## src/design/gtimer_pkg.sv

```systemverilog
// Package with register map, field layout, modes and bus carriers of the timer channel.
package gtimer_pkg;

  // ----------------------------------------------------------------
  // Widths
  // ----------------------------------------------------------------
  localparam int CNT_W = 24;
  localparam int PRE_W = 21;
  localparam int ADDR_W = 8;
  localparam int DATA_W = 32;

  // ----------------------------------------------------------------
  // Register byte offsets
  // ----------------------------------------------------------------
  localparam logic [ADDR_W-1:0] OFS_CONTROL_STATUS = 8'h00;
  localparam logic [ADDR_W-1:0] OFS_COUNT_READBACK = 8'h04;
  localparam logic [ADDR_W-1:0] OFS_LOAD_VALUE = 8'h08;
  localparam logic [ADDR_W-1:0] OFS_COMPARE_VALUE = 8'h0C;
  localparam logic [ADDR_W-1:0] OFS_PRESCALER_PRELOAD = 8'h10;

  // ----------------------------------------------------------------
  // Reset values and constants
  // ----------------------------------------------------------------
  localparam logic [CNT_W-1:0] CSR_RST = 24'h00_0000;
  localparam logic [CNT_W-1:0] CNT_RST = 24'h00_0000;
  localparam logic [CNT_W-1:0] CNT_MAX = 24'hFF_FFFF;
  localparam logic [PRE_W-1:0] PRE_RST = 21'h00_0000;
  localparam logic [DATA_W-1:0] RDATA_ZERO = 32'h0000_0000;

  // Bit positions of the write-one-to-clear flags.
  localparam int OVF_FLAG_POS = 16;
  localparam int CMP_FLAG_POS = 17;

  // ----------------------------------------------------------------
  // Types
  // ----------------------------------------------------------------
  typedef enum logic [3:0] {
    MODE_GPIO = 4'h0,
    MODE_PULSE = 4'h1,
    MODE_TOGGLE = 4'h2,
    MODE_EVENT = 4'h3,
    MODE_WIDTH = 4'h4,
    MODE_PERIOD = 4'h5,
    MODE_CAPTURE = 4'h6,
    MODE_PWM = 4'h7,
    MODE_WD_PULSE = 4'h9,
    MODE_WD_TOGGLE = 4'hA
  } mode_t;

  // Gray sequence along idle, arm, run; halt only after a capture.
  typedef enum logic [1:0] {
    ST_IDLE = 2'b00,
    ST_ARM = 2'b01,
    ST_RUN = 2'b11,
    ST_HALT = 2'b10
  } chan_state_t;

  // Layout of control_status, most significant field first.
  typedef struct packed {
    logic [5:0] rsvdHigh;
    logic compareFlag;
    logic overflowFlag;
    logic [2:0] rsvdMid;
    logic gpioData;
    logic gpioDir;
    logic prescalerSel;
    logic reloadOnMatch;
    logic polarityInvert;
    mode_t modeField;
    logic rsvdLow;
    logic compareIrqEnable;
    logic overflowIrqEnable;
    logic channelEnable;
  } csr_t;

  typedef struct packed {
    logic psel;
    logic penable;
    logic pwrite;
    logic [ADDR_W-1:0] paddr;
    logic [DATA_W-1:0] pwdata;
  } apb_req_t;

  typedef struct packed {
    logic [DATA_W-1:0] prdata;
    logic pready;
    logic pslverr;
  } apb_rsp_t;

  typedef struct packed {
    logic overflowReq;
    logic compareReq;
  } irq_t;

endpackage

```

## src/design/prescaler_tick.sv

```systemverilog
// Shared prescaler that divides the core clock into a one-cycle tick.
`timescale 1ns/1ps
`default_nettype none
module prescaler_tick (
  input wire logic core_clk, // Core clock.
  input wire logic rst_n, // Synchronised reset, active low.
  input wire logic [gtimer_pkg::PRE_W-1:0] preloadVal, // Divide ratio minus one.
  output logic tick // One-cycle tick per prescaler period.
);
  import gtimer_pkg::*;

  logic [PRE_W-1:0] count_ff;

  // A new preload takes effect at the next wrap, so a running period is never cut short.
  always_ff @(posedge core_clk or negedge rst_n) begin
    if (!rst_n) begin
      count_ff <= PRE_RST;
      tick <= 1'b0;
    end else if (count_ff == PRE_RST) begin
      count_ff <= preloadVal;
      tick <= 1'b1;
    end else begin
      count_ff <= count_ff - 21'h00_0001;
      tick <= 1'b0;
    end
  end
endmodule // prescaler_tick
`default_nettype wire

```

## src/design/pin_edge_sync.sv

```systemverilog
// Synchroniser and polarity-selected edge detector for the timer pin.
`timescale 1ns/1ps
`default_nettype none
module pin_edge_sync (
  input wire logic core_clk, // Core clock.
  input wire logic rst_n, // Synchronised reset, active low.
  input wire logic pinIn, // Raw pin level.
  input wire logic fallSel, // High selects falling edges.
  output logic syncLevel, // Synchronised pin level.
  output logic edgeSeen // One-cycle pulse on the selected edge.
);
  logic meta_ff;
  logic prev_ff;

  always_ff @(posedge core_clk or negedge rst_n) begin
    if (!rst_n) begin
      meta_ff <= 1'b0;
      syncLevel <= 1'b0;
      prev_ff <= 1'b0;
    end else begin
      meta_ff <= pinIn;
      syncLevel <= meta_ff;
      prev_ff <= syncLevel;
    end
  end

  assign edgeSeen = fallSel ? (prev_ff & ~syncLevel) : (~prev_ff & syncLevel);
endmodule // pin_edge_sync
`default_nettype wire

```

## src/design/general_timer_channel_24b.sv

```systemverilog
// One 24-bit timer and event-counter channel with its APB register file.
//
// Notes on behaviour
// - Five registers: 24-bit status, count, load, compare; 21-bit prescaler preload.
// - Hardware or software reset clears control_status.
// - Counts only while enable bit 0 set.
// - Mode field sits in bits 7 to 4.
// - Mode codes 0-7, 9, 10 as listed.
// - Setting enable clears counter; clearing stops.
// - First timer clock (with pin edge in 4-6) loads the load value.
// - Overflow sets flag; interrupt when enabled.
// - Overflow flag clears by one-write or service.
// - Compare flag clears by one-write or service.
// - Overflow outranks compare when both pending.
// - Compare on match, or pin edge in 4-6.
// - Count readback never disturbs the count.
// - Mode 0: flag on match, optional reload.
// - Mode 1: pin inverted one clock on match.
// - Mode 2: pin toggles on every match.
// - Mode 3 counts synchronised events below quarter rate.
// - Polarity bit picks falling or rising edges.
// - Shared 21-bit prescaler offers alternative clock.
`timescale 1ns/1ps
`default_nettype none
module general_timer_channel_24b (
  input wire logic core_clk, // Core clock, 100 MHz.
  input wire logic arst_n, // Asynchronous reset, active low.
  input wire gtimer_pkg::apb_req_t apbReq, // APB request from the master.
  output gtimer_pkg::apb_rsp_t apbRsp, // APB answer to the master.
  input wire logic softResetReq, // Software reset instruction pulse.
  input wire logic overflowAck, // Overflow exception serviced pulse.
  input wire logic compareAck, // Compare exception serviced pulse.
  input wire logic timerPinIn, // Timer pin level seen from outside.
  output logic timerPinOut, // Level driven on the timer pin.
  output logic timerPinOe, // High while the channel drives the pin.
  output gtimer_pkg::irq_t irq // Interrupt requests, overflow first.
);
  import gtimer_pkg::*;

  // ----------------------------------------------------------------
  // Reset release
  // ----------------------------------------------------------------
  logic rstMeta_ff;
  logic rst_n;

  always_ff @(posedge core_clk or negedge arst_n) begin
    if (!arst_n) begin
      rstMeta_ff <= 1'b0;
      rst_n <= 1'b0;
    end else begin
      rstMeta_ff <= 1'b1;
      rst_n <= rstMeta_ff;
    end
  end

  // ----------------------------------------------------------------
  // Declarations
  // ----------------------------------------------------------------
  csr_t csr_ff;
  logic [CNT_W-1:0] count_ff;
  logic [CNT_W-1:0] loadValue_ff;
  logic [CNT_W-1:0] compareValue_ff;
  logic [PRE_W-1:0] prescalerPreload_ff;
  chan_state_t state_ff;
  chan_state_t nxt_state;
  logic reloadPending_ff;
  logic pulseActive_ff;
  logic toggleLevel_ff;
  logic enablePrev_ff;
  logic preTick;
  logic pinLevel;
  logic pinEdge;
  logic apbWrite;
  logic apbAccess;
  logic addrHit;
  logic enableRise;
  logic timerTick;
  logic measureMode;
  logic matchEvent;
  logic overflowEvent;
  logic [CNT_W-1:0] nxt_count;
  logic [CNT_W-1:0] wdata24;

  function automatic logic is_mapped(input logic [ADDR_W-1:0] addr);
    is_mapped = (addr == OFS_CONTROL_STATUS) || (addr == OFS_COUNT_READBACK) ||
                (addr == OFS_LOAD_VALUE) || (addr == OFS_COMPARE_VALUE) ||
                (addr == OFS_PRESCALER_PRELOAD);
  endfunction

  function automatic logic drives_pin(input mode_t m);
    drives_pin = (m == MODE_PULSE) || (m == MODE_TOGGLE);
  endfunction

  // ----------------------------------------------------------------
  // Clock sources
  // ----------------------------------------------------------------
  prescaler_tick u_prescaler (
    .core_clk(core_clk),
    .rst_n(rst_n),
    .preloadVal(prescalerPreload_ff),
    .tick(preTick)
  );

  // The pin is sampled through two flops, so external events must stay slow.
  pin_edge_sync u_pin_sync (
    .core_clk(core_clk),
    .rst_n(rst_n),
    .pinIn(timerPinIn),
    .fallSel(csr_ff.polarityInvert),
    .syncLevel(pinLevel),
    .edgeSeen(pinEdge)
  );

  assign measureMode = (csr_ff.modeField == MODE_WIDTH) ||
                       (csr_ff.modeField == MODE_PERIOD) ||
                       (csr_ff.modeField == MODE_CAPTURE);

  // Event mode counts pin edges unless the prescaler is chosen.
  always_comb begin
    if (csr_ff.modeField == MODE_EVENT) begin
      timerTick = csr_ff.prescalerSel ? preTick : pinEdge;
    end else begin
      timerTick = csr_ff.prescalerSel ? preTick : 1'b1;
    end
  end

  // ----------------------------------------------------------------
  // APB slave: one wait state, answer registered
  // ----------------------------------------------------------------
  assign apbAccess = apbReq.psel & apbReq.penable & apbRsp.pready;
  assign apbWrite = apbAccess & apbReq.pwrite & addrHit;
  assign addrHit = is_mapped(apbReq.paddr);
  assign wdata24 = apbReq.pwdata[CNT_W-1:0];

  always_ff @(posedge core_clk or negedge rst_n) begin
    if (!rst_n) begin
      apbRsp <= '0;
    end else begin
      apbRsp.pready <= apbReq.psel & apbReq.penable & ~apbRsp.pready;
      apbRsp.pslverr <= apbReq.psel & apbReq.penable & ~apbRsp.pready & ~addrHit;
      apbRsp.prdata <= RDATA_ZERO;
      if (apbReq.psel & apbReq.penable & ~apbRsp.pready & ~apbReq.pwrite) begin
        case (apbReq.paddr)
          OFS_CONTROL_STATUS: apbRsp.prdata <= {8'h00, csr_ff};
          OFS_COUNT_READBACK: apbRsp.prdata <= {8'h00, count_ff};
          OFS_COMPARE_VALUE: apbRsp.prdata <= {8'h00, compareValue_ff};
          OFS_PRESCALER_PRELOAD: apbRsp.prdata <= {11'h000, prescalerPreload_ff};
          default: apbRsp.prdata <= RDATA_ZERO;
        endcase
      end
    end
  end

  // ----------------------------------------------------------------
  // Value registers
  // ----------------------------------------------------------------
  always_ff @(posedge core_clk or negedge rst_n) begin
    if (!rst_n) begin
      loadValue_ff <= CNT_RST;
      compareValue_ff <= CNT_RST;
      prescalerPreload_ff <= PRE_RST;
    end else if (apbWrite) begin
      case (apbReq.paddr)
        OFS_LOAD_VALUE: loadValue_ff <= wdata24;
        OFS_COMPARE_VALUE: compareValue_ff <= wdata24;
        OFS_PRESCALER_PRELOAD: prescalerPreload_ff <= apbReq.pwdata[PRE_W-1:0];
        default: loadValue_ff <= loadValue_ff;
      endcase
    end
  end

  // ----------------------------------------------------------------
  // Control and status
  // ----------------------------------------------------------------
  // Hardware events win over a clear arriving in the same cycle.
  always_ff @(posedge core_clk or negedge rst_n) begin
    if (!rst_n) begin
      csr_ff <= CSR_RST;
    end else if (softResetReq) begin
      csr_ff <= CSR_RST;
    end else begin
      if (apbWrite && apbReq.paddr == OFS_CONTROL_STATUS) begin
        csr_ff.channelEnable <= wdata24[0];
        csr_ff.overflowIrqEnable <= wdata24[1];
        csr_ff.compareIrqEnable <= wdata24[2];
        csr_ff.modeField <= mode_t'(wdata24[7:4]);
        csr_ff.polarityInvert <= wdata24[8];
        csr_ff.reloadOnMatch <= wdata24[9];
        csr_ff.prescalerSel <= wdata24[10];
        csr_ff.gpioDir <= wdata24[11];
        csr_ff.gpioData <= wdata24[12];
        if (wdata24[OVF_FLAG_POS]) begin
          csr_ff.overflowFlag <= 1'b0;
        end
        if (wdata24[CMP_FLAG_POS]) begin
          csr_ff.compareFlag <= 1'b0;
        end
      end
      if (overflowAck) begin
        csr_ff.overflowFlag <= 1'b0;
      end
      if (compareAck) begin
        csr_ff.compareFlag <= 1'b0;
      end
      if (overflowEvent) begin
        csr_ff.overflowFlag <= 1'b1;
      end
      if (matchEvent) begin
        csr_ff.compareFlag <= 1'b1;
      end
      if (csr_ff.modeField == MODE_GPIO && !csr_ff.gpioDir) begin
        csr_ff.gpioData <= pinLevel;
      end
    end
  end

  // ----------------------------------------------------------------
  // Channel sequencing
  // ----------------------------------------------------------------
  assign enableRise = csr_ff.channelEnable & ~enablePrev_ff;

  always_comb begin
    nxt_state = state_ff;
    case (state_ff)
      ST_IDLE: nxt_state = csr_ff.channelEnable ? ST_ARM : ST_IDLE;
      ST_ARM: begin
        if (!csr_ff.channelEnable) begin
          nxt_state = ST_IDLE;
        end else if (timerTick && (!measureMode || pinEdge)) begin
          nxt_state = ST_RUN;
        end
      end
      ST_RUN: begin
        if (!csr_ff.channelEnable) begin
          nxt_state = ST_IDLE;
        end else if (csr_ff.modeField == MODE_CAPTURE && pinEdge) begin
          nxt_state = ST_HALT;
        end
      end
      ST_HALT: nxt_state = csr_ff.channelEnable ? ST_HALT : ST_IDLE;
      default: nxt_state = ST_IDLE;
    endcase
  end

  // Measurement modes wait for the selected pin edge before loading.
  assign matchEvent = (state_ff == ST_RUN) &&
                      (measureMode ? pinEdge : (timerTick && !reloadPending_ff &&
                                                nxt_count == compareValue_ff));
  assign overflowEvent = (state_ff == ST_RUN) && timerTick && !reloadPending_ff &&
                         (count_ff == CNT_MAX);
  assign nxt_count = count_ff + 24'h00_0001;

  always_ff @(posedge core_clk or negedge rst_n) begin
    if (!rst_n) begin
      state_ff <= ST_IDLE;
      enablePrev_ff <= 1'b0;
    end else begin
      state_ff <= nxt_state;
      enablePrev_ff <= csr_ff.channelEnable;
    end
  end

  // ----------------------------------------------------------------
  // Counter
  // ----------------------------------------------------------------
  always_ff @(posedge core_clk or negedge rst_n) begin
    if (!rst_n) begin
      count_ff <= CNT_RST;
      reloadPending_ff <= 1'b0;
    end else if (enableRise) begin
      count_ff <= CNT_RST;
      reloadPending_ff <= 1'b0;
    end else if (state_ff == ST_ARM && nxt_state == ST_RUN) begin
      count_ff <= loadValue_ff;
    end else if (state_ff == ST_RUN && timerTick) begin
      if (reloadPending_ff) begin
        count_ff <= loadValue_ff;
        reloadPending_ff <= 1'b0;
      end else if (!(csr_ff.modeField == MODE_CAPTURE && pinEdge)) begin
        count_ff <= nxt_count;
        reloadPending_ff <= matchEvent & csr_ff.reloadOnMatch & ~measureMode;
      end
    end
  end

  // ----------------------------------------------------------------
  // Timer pin
  // ----------------------------------------------------------------
  always_ff @(posedge core_clk or negedge rst_n) begin
    if (!rst_n) begin
      pulseActive_ff <= 1'b0;
      toggleLevel_ff <= 1'b0;
    end else if (enableRise || state_ff == ST_IDLE) begin
      pulseActive_ff <= 1'b0;
      toggleLevel_ff <= 1'b0;
    end else if (matchEvent && csr_ff.modeField == MODE_PULSE) begin
      pulseActive_ff <= 1'b1;
    end else if (matchEvent && csr_ff.modeField == MODE_TOGGLE) begin
      toggleLevel_ff <= ~toggleLevel_ff;
    end else if (timerTick) begin
      pulseActive_ff <= 1'b0;
    end
  end

  // Output mux is registered so the pin never glitches during a mode decode.
  always_ff @(posedge core_clk or negedge rst_n) begin
    if (!rst_n) begin
      timerPinOut <= 1'b0;
      timerPinOe <= 1'b0;
    end else if (drives_pin(csr_ff.modeField) && csr_ff.channelEnable) begin
      timerPinOe <= 1'b1;
      timerPinOut <= csr_ff.polarityInvert ^ pulseActive_ff ^ toggleLevel_ff;
    end else begin
      timerPinOe <= (csr_ff.modeField == MODE_GPIO) & csr_ff.gpioDir;
      timerPinOut <= csr_ff.gpioData;
    end
  end

  // ----------------------------------------------------------------
  // Interrupt requests
  // ----------------------------------------------------------------
  always_ff @(posedge core_clk or negedge rst_n) begin
    if (!rst_n) begin
      irq <= '0;
    end else begin
      irq.overflowReq <= csr_ff.overflowFlag & csr_ff.overflowIrqEnable;
      irq.compareReq <= csr_ff.compareFlag & csr_ff.compareIrqEnable &
                        ~(csr_ff.overflowFlag & csr_ff.overflowIrqEnable);
    end
  end
endmodule // general_timer_channel_24b
`default_nettype wire

```

## config.mk

```make
export PLATFORM = sky130hd
export DESIGN_NAME = general_timer_channel_24b
export DESIGN_NICKNAME = d
export VERILOG_FILES = /design/src/design/gtimer_pkg.sv /design/src/design/prescaler_tick.sv /design/src/design/pin_edge_sync.sv /design/src/design/general_timer_channel_24b.sv
export SDC_FILE = /design/constraint.sdc
export NUM_CORES = 1
export LEC_CHECK = 0
export BUFFER_PORTS_ARGS = -buffer_cell sky130_fd_sc_hd__clkbuf_2
export CAP_MARGIN = 5
export CELL_PAD_IN_SITES_DETAIL_PLACEMENT = 1
export CELL_PAD_IN_SITES_GLOBAL_PLACEMENT = 2
export CORE_UTILIZATION = 38
export DETAILED_ROUTE_END_ITERATION = 10
export GPL_TIMING_DRIVEN = 0
export PLACE_DENSITY = 0.76
export SYNTH_ARGS = -nofsm -noshare
export SYNTH_HDL_FRONTEND = slang
export SYNTH_SLANG_ARGS = --single-unit
```

## constraint.sdc

```tcl
create_clock -name core_clk -period 6.03 [get_ports core_clk]
set_clock_uncertainty 0.05 [all_clocks]
set_input_delay 0.603 -clock core_clk [delete_from_list [all_inputs] [get_ports core_clk]]
set_output_delay 0.603 -clock core_clk [all_outputs]
set_load 0.05 [all_outputs]
```

* After elaboration in Yosys (flattened, before gate mapping)
Index checks and enable logic that the tools add are counted.
Storage, ports and cells: flip-flop bits (word level) 178
Operators by class: $add $sub $neg 2, equal/unequal tests 20, mux-type cells 48, bitwise logic cells 27, reduce and logical (&&, ||, !) cells 49
Operators with widths (number):
- $mux 24 | 6
- $pmux 24 s4 | 1
- $mux 1 | 28
- $add 24x1->24 const B | 1
- $eq 24x24->1 | 1
- $eq 24x24->1 const B | 1
- $logic_not 21->1 | 1
- $mux 21 | 1
- $sub 21x1->21 const B | 1
- $mux 9 | 2
- $reduce_and 2->1 | 9
- $and 1x1->1 | 16
- $eq 8x4->1 const B | 2
- $reduce_bool 4->1 | 4
- $logic_and 1x1->1 | 14
- $mux 2 | 7
- $eq 4x3->1 const B | 3
- $logic_or 1x1->1 | 9
- $not 1->1 | 9
- $reduce_bool 3->1 | 3
- $eq 4x2->1 const B | 2
- $eq 8x3->1 const B | 1
- $eq 8x5->1 const B | 1
- $logic_not 8->1 | 1
- 13 further kinds | 22

* Logic depth before layout (Yosys ltp)
Gate-level depths: netlist (run 1).
depth after elaboration 16, depth in mapped cells 11

* Cells and area by module
A second synthesis (run 1) with hierarchy kept.
Second synthesis, totals: cell total of the unflattened synthesis 842, area total of the unflattened synthesis 8752.1 um2
Modules (own cells, without submodules):
- general_timer_channel_24b | times used 1, cells an instance 707, area each 7439.6 um2
- prescaler_tick | times used 1, cells an instance 129, area each 1214.9 um2
- pin_edge_sync | times used 1, cells an instance 6, area each 97.6 um2

* Worst setup path after synthesis (run 1)
No wires, ideal clock.
kind input to register, start input port apbReq[32] in the netlist's numbering, end register csr_ff[12] in the netlist's numbering, library setup time 0.132 ns, arrival time 2.462 ns, slack 3.386 ns, stages 9, buffers on the path 2, cells stage by stage or4_1 -> nor3_1 -> and2_1 -> clkbuf_1 -> and2_1 -> buf_2 -> mux2_2 -> mux2i_1 -> nor2_1
On the way: longest elaborated chain between the ends 8, elaborated cells between the ends (all ways) 12
RTL lines:
- start: declaration | line general_timer_channel_24b.sv:28 | input wire gtimer_pkg::apb_req_t apbReq,
- $eq 8x3->1 / $logic_not 8->1 (equally long branches) | line general_timer_channel_24b.sv:85, general_timer_channel_24b.sv:182
- $logic_or 1x1->1 (2 in series) | line general_timer_channel_24b.sv:85 | is_mapped = (addr == OFS_CONTROL_STATUS) || (addr == OFS_COUNT_READBACK) ||
- $logic_or 1x1->1 (2 in series) | line general_timer_channel_24b.sv:86 | (addr == OFS_LOAD_VALUE) || (addr == OFS_COMPARE_VALUE) ||
- $and 1x1->1 | line general_timer_channel_24b.sv:131 | assign apbWrite = apbAccess & apbReq.pwrite & addrHit;
- $logic_and 1x1->1 (*) | line general_timer_channel_24b.sv:182 | if (apbWrite && apbReq.paddr == OFS_CONTROL_STATUS) begin
- $reduce_bool 3->1 (no line) (*)
- end: declaration | line general_timer_channel_24b.sv:59 | csr_t csr_ff;
Mark *: on every way between the ends. The rest lies on a longest branch, timed or not. A chain may end at the register's enable or synchronous reset.

* Worst setup path in the final report (run 1)
start register count_ff[0], end register toggleLevel_ff
On the way: longest elaborated chain between the ends 8, elaborated cells between the ends (all ways) 10
RTL lines:
- start: declaration | line general_timer_channel_24b.sv:60 | logic [CNT_W-1:0] count_ff;
- start signal: assignment | line general_timer_channel_24b.sv:274 | count_ff <= loadValue_ff;
- start signal: assignment | line general_timer_channel_24b.sv:277 | count_ff <= loadValue_ff;
- start signal: assignment | line general_timer_channel_24b.sv:280 | count_ff <= nxt_count;
- $add 24x1->24 (*) | line general_timer_channel_24b.sv:251 | assign nxt_count = count_ff + 24'h00_0001;
- $eq 24x24->1 (*) | line general_timer_channel_24b.sv:248 | nxt_count == compareValue_ff));
- $logic_and 1x1->1 (*) | line general_timer_channel_24b.sv:247 | (measureMode ? pinEdge : (timerTick && !reloadPending_ff &&
- $mux 1 (*) | line general_timer_channel_24b.sv:247
- $logic_and 1x1->1 (*) | line general_timer_channel_24b.sv:246 | assign matchEvent = (state_ff == ST_RUN) &&
- $logic_and 1x1->1 (on tied branches) | line general_timer_channel_24b.sv:296, general_timer_channel_24b.sv:298
- $ne 2x2->1 (no line) / $reduce_bool 2->1 (equally long branches)
- $reduce_and 2->1 (no line) (*)
- end signal: assignment | line general_timer_channel_24b.sv:299 | toggleLevel_ff <= ~toggleLevel_ff;
- end: declaration | line general_timer_channel_24b.sv:68 | logic toggleLevel_ff;
Marks and branches as above.

==> results.sh, run 1 <==
export IMPL_status="finished with violations"
export IMPL_violations="design-rule violations"
export IMPL_die_h_um=152.1
export IMPL_r2r_cells=9
export IMPL_netlist_area_leader_share_pct=49.67
export IMPL_rows=54
export IMPL_finalHoldViolCount=0
export IMPL_synthCells=841
export IMPL_synth_common_cells="dfrtp_1 (170), nor2_1 (112), mux2_2 (72), a21oi_1 (62), o21ai_0 (42)"
export IMPL_rsz0062_at_grt="false"
export IMPL_dr_pass1_iters=8
export IMPL_cap_viol_max_count=0
export IMPL_nets=992
export IMPL_worst_endpoint_required_ns=6.28
export IMPL_max_slew_worst_pin_slew_ns=0.9557
export IMPL_top_level_ports=87
export IMPL_min_to="u_pin_sync.meta_ff"
export IMPL_start_util_pct=39.00
export IMPL_clock_fmax_mhz=266.5
export IMPL_die_w_um=152.1
export IMPL_r2r_end="toggleLevel_ff"
export IMPL_cts_tree="done"
export IMPL_startpoint_type="flop"
export IMPL_worst_hold_startpoint="timerPinIn"
export IMPL_detail_route_wl_per_cell_um=21.51
export IMPL_holdPathStages=1
export IMPL_hp_class="in2reg"
export IMPL_gr_usage_all_layers_pct=23.90
export IMPL_netlist_area_um2=8564
export IMPL_syn_to_final_growth_pct=16.99
export IMPL_yosysMostFrequentCell="dfrtp_1"
export IMPL_regToRegSetupSlack_ns=2.28
export IMPL_r2r_start="count_ff[0]"
export IMPL_cts_htree_levels=4
export IMPL_antenna_left=0
export IMPL_final_area_um2=10020
export IMPL_synthArstFlopShare_pct=100.0
export IMPL_vdd_drop_max_mv=0.1726
export IMPL_crit_arrival_ns=4.00
export IMPL_synth_seq_area_share_pct=49.67
export IMPL_ys_ff_latch=170
export IMPL_cts_buffers=17
export IMPL_synth_edf_count=0
export IMPL_vias=6767
export IMPL_routed_wl_um=26550
export IMPL_antenna_found_initial=1
export IMPL_min_period_ns=3.753
export IMPL_detailedPlace_worstSlack_ns=2.349
export IMPL_placed_area_um2=9370
export IMPL_grt_max_degree=55
export IMPL_final_setup_viol_count=0
export IMPL_setup_ws_ns=2.277
export IMPL_place_gp_congestion=0.8530
export IMPL_viasPerCell=5.484
export IMPL_hold_worst_slack_ns=0.2239
export IMPL_grt_pass1_vias=6890
export IMPL_crit_fanout=8
export IMPL_clk_latency_ns=0.44
export IMPL_post_dp_hpwl_um=19980
export IMPL_max_slew_margin_pct=35.70
export IMPL_power_density_nw_per_um2=245.5
export IMPL_post_cts_buffers=0
export IMPL_final_layout_size_suffix_gt1_share_pct=22.43
export IMPL_yosysWarnings=0
export IMPL_finalMaxSlewViolations=0
export IMPL_path_clk_slew_ns=0.07
export IMPL_yosysTopAreaCell="dfrtp_1"
export IMPL_clockRootBuffer="clkbuf_16"
export IMPL_nFillCells=2488
export IMPL_n_antenna_cell=0
export IMPL_period_share_pct=62.24
export IMPL_core_area_um2=21960
export IMPL_ctsLongestPathBuffers=2
export IMPL_drtIter0Drc=403
export IMPL_power_mw=2.460
export IMPL_cts_resized=0
export IMPL_syn_avg_cell_area_um2=10.18
export IMPL_grt_overflow_total=0
export IMPL_ys_types=58
export IMPL_synth_flop_cell="dfrtp_1"
export IMPL_synth_area_leaders="dfrtp_1 (50%), mux2_2 (9.5%), nor2_1 (4.9%)"
export IMPL_die_area_um2=23140
export IMPL_clock_sinks=170
export IMPL_critPathKind="reg2reg"
export IMPL_drc=8
export IMPL_grt_pass1_wl_um=42060
export IMPL_cp_end_kind="flop"
export IMPL_place_port_buffers=70
export IMPL_cellLeakagePower_nw=4.492
==> critical path, cell delays in order, from the launching register on <==
cell and delay (ns):
dfrtp_1 0.49, ha_1 0.39, nand3_2 0.22, nor4_1 0.79, nand4_1 0.32, xnor2_1 0.26
nor4_1 0.49, nand4_1 0.29, xor2_1 0.25, nor3_2 0.05
==> layout by cell type, fill, tap and decap left out, drive strengths merged, types with 4 or more instances in the layout <==
master and instances:
a21oi 62, a221oi 10, a31oi 7, and2 8, and3 9, and4 5
buf 28, bufinv 4, clkbuf 122, clkinvlp 4, conb 9, dfrtp 170
inv 19, mux2 72, mux2i 35, nand2 37, nand2b 8, nand3 15
nand4 13, nor2 112, nor2b 5, nor3 28, nor3b 6, nor4 18
o21ai 43, o22ai 6, or2 5, or4 5, xnor2 37, xor2 17
==> where the power goes <==
group          internal (mW)  switching (mW)
clock network          0.706           0.512
logic                 0.0264          0.0647
registers               1.14         0.00717
total                   1.88           0.584
==> per-stage QoR <==
stage | TNS (ns) | util, % | std cells
floorplan | 0 | - | 848
global route | 0 | 45.63 | 1234
detailed placement | 0 | 42.67 | 1201
CTS | 0 | 45.63 | 1234
finish | 0 | 45.63 | 1234
global placement | -233.01 | 42.31 | 1198
==> cells by family after synthesis <==
logic type / count (synthesis) / share of synthesized area, %
flops: 170 / 49.67
compound gates: 149 / 10.26
fa+ha+maj: 2 / 0.2921
buf+inv: 73 / 3.798
mux: 107 / 13.56
simple gates: 284 / 16.82
xor+xnor: 54 / 5.522
other cells: 2 / 0.08769
==> per-layer routing <==
| metal | GRT usage, % | wire (µm) | vias to the layer above |
|---|---|---|---|
| met1 | 33.87 | 12590 | 3416 |
| met3 | 3.879 | 989 | 32 |
| met4 | 5.977 | 369 | 0 |
| met5 | 0 | 0 | - |
| li1 | - | - | 3177 |
| met2 | 38.05 | 12600 | 142 |
==> what timing repair did <==
item / in CTS / in global routing
endpoints found under the hold margin: 2 / 0
hold buffers: 1 / 0
setup endpoints to repair: 0 / 0
==> worst max path at each step <==
stage / from / to / slack, ns
after floorplan: rst_n / apbRsp[0] / 0.89
after global placement: rst_n / u_prescaler.count_ff[18] / -1.41
after detailed placement: count_ff[0] / toggleLevel_ff / 2.35
after CTS: count_ff[0] / toggleLevel_ff / 2.32
after global routing: count_ff[0] / toggleLevel_ff / 2.12
final: count_ff[0] / toggleLevel_ff / 2.28
==> layout make-up <==
| cell class | count | area [µm²] | share of cell area, % |
|---|---|---|---|
| multi-input combinational | 605 | 4011 | 40.04 |
| sequential | 170 | 4258 | 42.50 |
| tap | 280 | 350.3 | 3.497 |
| clock buffer | 18 | 429.2 | 4.283 |
| buffer | 59 | 272.8 | 2.722 |
| clock inverter | 14 | 210.2 | 2.098 |
| inverter | 14 | 52.55 | 0.5245 |
| timing repair buffer | 74 | 435.4 | 4.346 |
==> state kept, by name, indices dropped and copies added, names as in the netlist, 2 cells and up <==
name	flops
csr_ff	14
compareValue_ff	24
count_ff	24
state_ff	2
prescalerPreload_ff	21
u_prescaler.count_ff	21
loadValue_ff	24
apbRsp	26
irq	2
Power figures use the tool's default switching activity.
==> inputs of run 2 (changes only) <==
==> constraint.sdc (replaced) <==
create_clock -name core_clk -period 3.75 [get_ports core_clk]
set_clock_uncertainty 0.05 [all_clocks]
set_input_delay 0.375 -clock core_clk [delete_from_list [all_inputs] [get_ports core_clk]]
set_output_delay 0.375 -clock core_clk [all_outputs]
set_load 0.05 [all_outputs]
==> results.sh, run 2 (synthesized netlist as in run 1, its figures left out) <==
export IMPL_grt_pass1_vias=6968
export IMPL_status="finished with violations"
export IMPL_grt_overflow_total=0
export IMPL_met2_usage_pct=37.63
export IMPL_power_density_nw_per_um2=377.2
export IMPL_routed_wl_um=26440
export IMPL_syn_to_final_growth_pct=16.36
export IMPL_critPathKind="reg2reg"
export IMPL_final_cell_mix="dfrtp_1 (169), nor2_1 (112), mux2_2 (72), clkbuf_2 (70), a21oi_1 (62)"
export IMPL_cap_viol_max_count=0
export IMPL_top_level_ports=87
export IMPL_cellLeakagePower_nw=4.480
export IMPL_grt_max_degree=68
export IMPL_clock_sinks=170
export IMPL_holdPathStages=2
export IMPL_final_setup_viol_count=0
export IMPL_rsz0062_at_grt="false"
export IMPL_grtUsageMet3_pct=2.966
export IMPL_viasPerCell=5.459
export IMPL_p_sw_mw=0.9290
export IMPL_antenna_found_initial=2
export IMPL_gr_usage_all_layers_pct=23.95
export IMPL_p_seq_share_pct=49.3
export IMPL_crit_arrival_ns=3.63
export IMPL_cts_tree="done"
export IMPL_path_clk_slew_ns=0.08
export IMPL_cts_buffers=17
export IMPL_post_cts_buffers=0
export IMPL_ctsLongestPathBuffers=2
export IMPL_setup_ws_ns=0.3642
export IMPL_nets=992
export IMPL_placed_area_um2=9350
export IMPL_startpoint_type="flop"
export IMPL_cts_htree_levels=4
export IMPL_p_int_mw=2.830
export IMPL_antenna_left=0
export IMPL_detail_route_wl_per_cell_um=21.42
export IMPL_post_dp_hpwl_um=19890
export IMPL_crit_fanout=8
export IMPL_n_antenna_cell=0
export IMPL_grt_pass1_wl_um=42150
export IMPL_nFillCells=2488
export IMPL_p_clk_share_pct=47.0
export IMPL_place_gp_congestion=0.8395
export IMPL_core_area_um2=21960
export IMPL_period_share_pct=90.29
export IMPL_die_area_um2=23140
export IMPL_clockRootBuffer="clkbuf_16"
export IMPL_vdd_drop_max_mv=0.2777
export IMPL_final_layout_size_suffix_gt1_share_pct=22.43
export IMPL_p_comb_share_pct=3.7
export IMPL_max_slew_margin_pct=38.12
export IMPL_final_core_utilization_pct=45.38
export IMPL_die_w_um=152.1
export IMPL_violations="design-rule violations"
export IMPL_cp_end_kind="flop"
export IMPL_worst_endpoint_required_ns=4.00
export IMPL_finalHoldViolCount=0
export IMPL_rows=54
export IMPL_largest_reg_flops=26
export IMPL_grt_busiest_layer="met2"
export IMPL_hp_class="in2reg"
export IMPL_largest_register="apbRsp"
export IMPL_drc=14
export IMPL_die_h_um=152.1
export IMPL_drtIter0Drc=381
export IMPL_final_area_um2=9966
export IMPL_finalMaxSlewViolations=0
export IMPL_r2r_cells=9
export IMPL_clock_fmax_mhz=295.4
export IMPL_detailedPlace_worstSlack_ns=-0.01955
export IMPL_clk_latency_ns=0.44
export IMPL_max_slew_worst_pin_slew_ns=0.9198
export IMPL_use_met1_pct=34.39
export IMPL_start_util_pct=39.00
export IMPL_min_period_ns=3.386
export IMPL_final_common_cell="dfrtp_1"
export IMPL_place_port_buffers=70
export IMPL_swShare_pct=24.71
export IMPL_dr_pass1_iters=7
export IMPL_vias=6736
==> run 2: layout make-up <==
cell class / instances / area [µm²] / area share [%]
buffer: 59 / 272.8 / 2.737
clock buffer: 19 / 442.9 / 4.444
inverter: 14 / 52.55 / 0.5273
timing repair buffer: 74 / 425.4 / 4.269
sequential: 170 / 4258 / 42.72
tap: 280 / 350.3 / 3.515
clock inverter: 13 / 137.6 / 1.381
multi-input combinational: 605 / 4026 / 40.40
==> run 2: final timing paths <==
| check | end | startpoint | slack (ns) |
|---|---|---|---|
| max | toggleLevel_ff | count_ff[0] | 0.36 |
| min | compareValue_ff[22] | apbReq[22] | 0.13 |
| max reg2reg | toggleLevel_ff | count_ff[0] | 0.36 |
| min reg2reg | u_pin_sync.syncLevel | u_pin_sync.meta_ff | 0.30 |
| max in group asynchronous | prescalerPreload_ff[14] | rst_n | 2.52 |
| min in group asynchronous | rst_n | arst_n | 0.19 |
==> run 2: stage by stage <==
| stage | TNS (ns) | instances | total power, mW | hold slack, ns |
|---|---|---|---|---|
| 2_1_floorplan | 0 | 848 | 1.955 | 0.02941 |
| 3_3_place_gp | -57.36 | 1198 | 2.021 | 0.1118 |
| 3_5_place_dp | -0.01955 | 1200 | 2.030 | 0.1119 |
| 4_1_cts | 0 | 1234 | 3.789 | 0.1250 |
| 5_1_grt | 0 | 1234 | 3.860 | 0.1319 |
| 6_report | 0 | 1234 | 3.759 | 0.1318 |
==> run 2: what timing repair did <==
| action | in CTS | in global routing |
|---|---|---|
| endpoints found under the setup margin | 1 | 1 |
| endpoints found under the hold margin | 3 | 0 |
| hold buffers | 2 | 0 |
| resized for setup | 1 | 1 |
==> run 2: power by group through the flow <==
stage	clock network (mW)	registers (mW)	logic (mW)
after floorplan	0	1.91	0.0466
after global placement	0	1.92	0.106
after detailed placement	0	1.89	0.141
after CTS	1.79	1.85	0.142
after global routing	1.85	1.85	0.153
final	1.77	1.85	0.141
==> run 2: per-layer routing <==
metal | up-vias | wire length, µm | share of wire (%)
met4 | 0 | 502 | 1.9
met2 | 132 | 12140 | 46
met1 | 3419 | 12960 | 49
met5 | - | 0 | 0
li1 | 3153 | - | -
met3 | 32 | 842 | 3.2
==> run 2: worst max-delay path, stage by stage (launching register included) <==
cell and delay (ns):
dfrtp_1 0.49, ha_1 0.39, nand3_2 0.24, nor4_4 0.39
and4_1 0.30, xnor2_1 0.09, a2111oi_0 0.71, nand4_1 0.30
xor2_1 0.24, nor3_2 0.05
==> inputs of run 3 (changes only) <==
--- a/config.mk
+++ b/config.mk
@@ -16,3 +16,4 @@
 export SYNTH_ARGS = -nofsm -noshare
 export SYNTH_HDL_FRONTEND = slang
 export SYNTH_SLANG_ARGS = --single-unit
+export TNS_END_PERCENT = 50
==> constraint.sdc (replaced) <==
create_clock -name core_clk -period 3.75 [get_ports core_clk]
set_clock_uncertainty 0.05 [all_clocks]
set_input_delay 0.5625 -clock core_clk [delete_from_list [all_inputs] [get_ports core_clk]]
set_output_delay 0.5625 -clock core_clk [all_outputs]
set_load 0.05 [all_outputs]
==> results.sh, run 3 (synthesized netlist as in run 1, its figures left out) <==
export IMPL_vias=6698
export IMPL_cts_buffers=17
export IMPL_largest_reg_flops=26
export IMPL_hp_class="in2reg"
export IMPL_cellLeakagePower_nw=4.476
export IMPL_crit_arrival_ns=3.63
export IMPL_drtIter0Drc=371
export IMPL_setup_ws_ns=0.3719
export IMPL_critPathKind="reg2reg"
export IMPL_antenna_found_initial=2
export IMPL_drc=14
export IMPL_core_area_um2=21960
export IMPL_rows=54
export IMPL_grt_max_degree=68
export IMPL_grt_overflow_total=0
export IMPL_crit_fanout=8
export IMPL_final_setup_viol_count=0
export IMPL_placed_area_um2=9350
export IMPL_max_slew_worst_pin_slew_ns=0.9072
export IMPL_violations="design-rule violations"
export IMPL_period_share_pct=90.08
export IMPL_final_area_um2=9956
export IMPL_place_port_buffers=70
export IMPL_start_util_pct=39.00
export IMPL_gr_usage_all_layers_pct=23.93
export IMPL_place_gp_congestion=0.8395
export IMPL_dr_pass1_iters=7
export IMPL_worst_endpoint_required_ns=4.00
export IMPL_min_period_ns=3.378
export IMPL_antenna_left=0
export IMPL_syn_to_final_growth_pct=16.25
export IMPL_grt_pass1_vias=6958
export IMPL_grt_pass1_wl_um=42100
export IMPL_tns_ns=0
export IMPL_cp_end_kind="flop"
export IMPL_power_density_nw_per_um2=377.5
export IMPL_final_cell_mix="dfrtp_1 (169), nor2_1 (112), mux2_2 (72), clkbuf_2 (70), a21oi_1 (62)"
export IMPL_largest_register="apbRsp"
export IMPL_n_antenna_cell=0
export IMPL_clock_fmax_mhz=296.0
export IMPL_die_area_um2=23140
export IMPL_ctsLongestPathBuffers=2
export IMPL_final_common_cell="dfrtp_1"
export IMPL_finalMaxSlewViolations=0
export IMPL_finalHoldViolCount=0
export IMPL_clockRootBuffer="clkbuf_16"
export IMPL_detail_route_wl_per_cell_um=21.39
export IMPL_die_w_um=152.1
export IMPL_final_layout_size_suffix_gt1_share_pct=22.46
export IMPL_detailedPlace_worstSlack_ns=-0.01955
export IMPL_clk_latency_ns=0.44
export IMPL_status="finished with violations"
export IMPL_cts_htree_levels=4
export IMPL_max_slew_margin_pct=38.96
export IMPL_viasPerCell=5.432
export IMPL_startpoint_type="flop"
export IMPL_cap_viol_max_count=0
export IMPL_rsz0062_at_grt="false"
export IMPL_cts_tree="done"
export IMPL_path_clk_slew_ns=0.07
export IMPL_clock_sinks=170
export IMPL_die_h_um=152.1
export IMPL_nets=991
export IMPL_routed_wl_um=26380
export IMPL_post_dp_hpwl_um=19890
export IMPL_top_level_ports=87
export IMPL_vdd_drop_max_mv=0.2793
==> run 3: repair_timing <==
action | CTS | global route
hold buffers | 1 | 0
setup endpoints to repair | 1 | 1
resized for setup | 1 | 1
endpoints found under the hold margin | 2 | 0
buffers inserted | 0 | 0
==> run 3: per-stage QoR <==
| stage | instances | hold WS [ns] | util (%) | power [mW] |
|---|---|---|---|---|
| global placement | 1198 | 0.2842 | 42.32 | 2.021 |
| finish | 1233 | 0.1832 | 45.34 | 3.758 |
| detailed placement | 1200 | 0.2902 | 42.58 | 2.030 |
| global route | 1233 | 0.1803 | 45.34 | 3.859 |
| CTS | 1233 | 0.1726 | 45.30 | 3.788 |
| floorplan | 848 | 0.2169 | - | 1.955 |
==> run 3: report_power, final <==
group	total (mW)	switching, mW	internal (mW)
combinational	0.140	0.0994	0.0402
clock	1.77	0.816	0.951
sequential	1.85	0.0139	1.84
total	3.76	0.929	2.83
==> run 3: critical path, stage by stage (launching register included) <==
cell       delay (ns)
dfrtp_1          0.50
ha_1             0.39
nand3_2          0.24
nor4_4           0.39
and4_1           0.30
xnor2_1          0.09
a2111oi_0        0.71
nand4_1          0.30
xor2_1           0.24
nor3_2           0.05
==> run 3: final cells by class <==
cell class	count	area (µm²)
Clock inverter	13	137.6
Timing Repair Buffer	73	415.4
Multi-Input combinational cell	605	4026
Sequential cell	170	4258
Inverter	14	52.55
Tap cell	280	350.3
Clock buffer	19	442.9
Fill cell	2489	12000
Buffer	59	272.8
==> run 3: layer usage <==
metal  up-vias  track usage [%]  share of wire (%)
li1       3154                -                  -
met1      3386            34.37                 49
met2       130            37.59                 46
met3        28            2.966                3.3
met4         0            7.483                1.8
met5         -                0                  0
==> run 3: final timing paths <==
check / startpoint / endpoint / slack, ns / cells past startpoint
min reg2reg: u_pin_sync.meta_ff / u_pin_sync.syncLevel / 0.30 / 0
min in group asynchronous: rst_n / count_ff[3] / 0.33 / 0
max: count_ff[0] / toggleLevel_ff / 0.37 / 9
max reg2reg: count_ff[0] / toggleLevel_ff / 0.37 / 9
min: timerPinIn / u_pin_sync.meta_ff / 0.18 / 1
max in group asynchronous: rst_n / u_prescaler.tick / 2.53 / 1
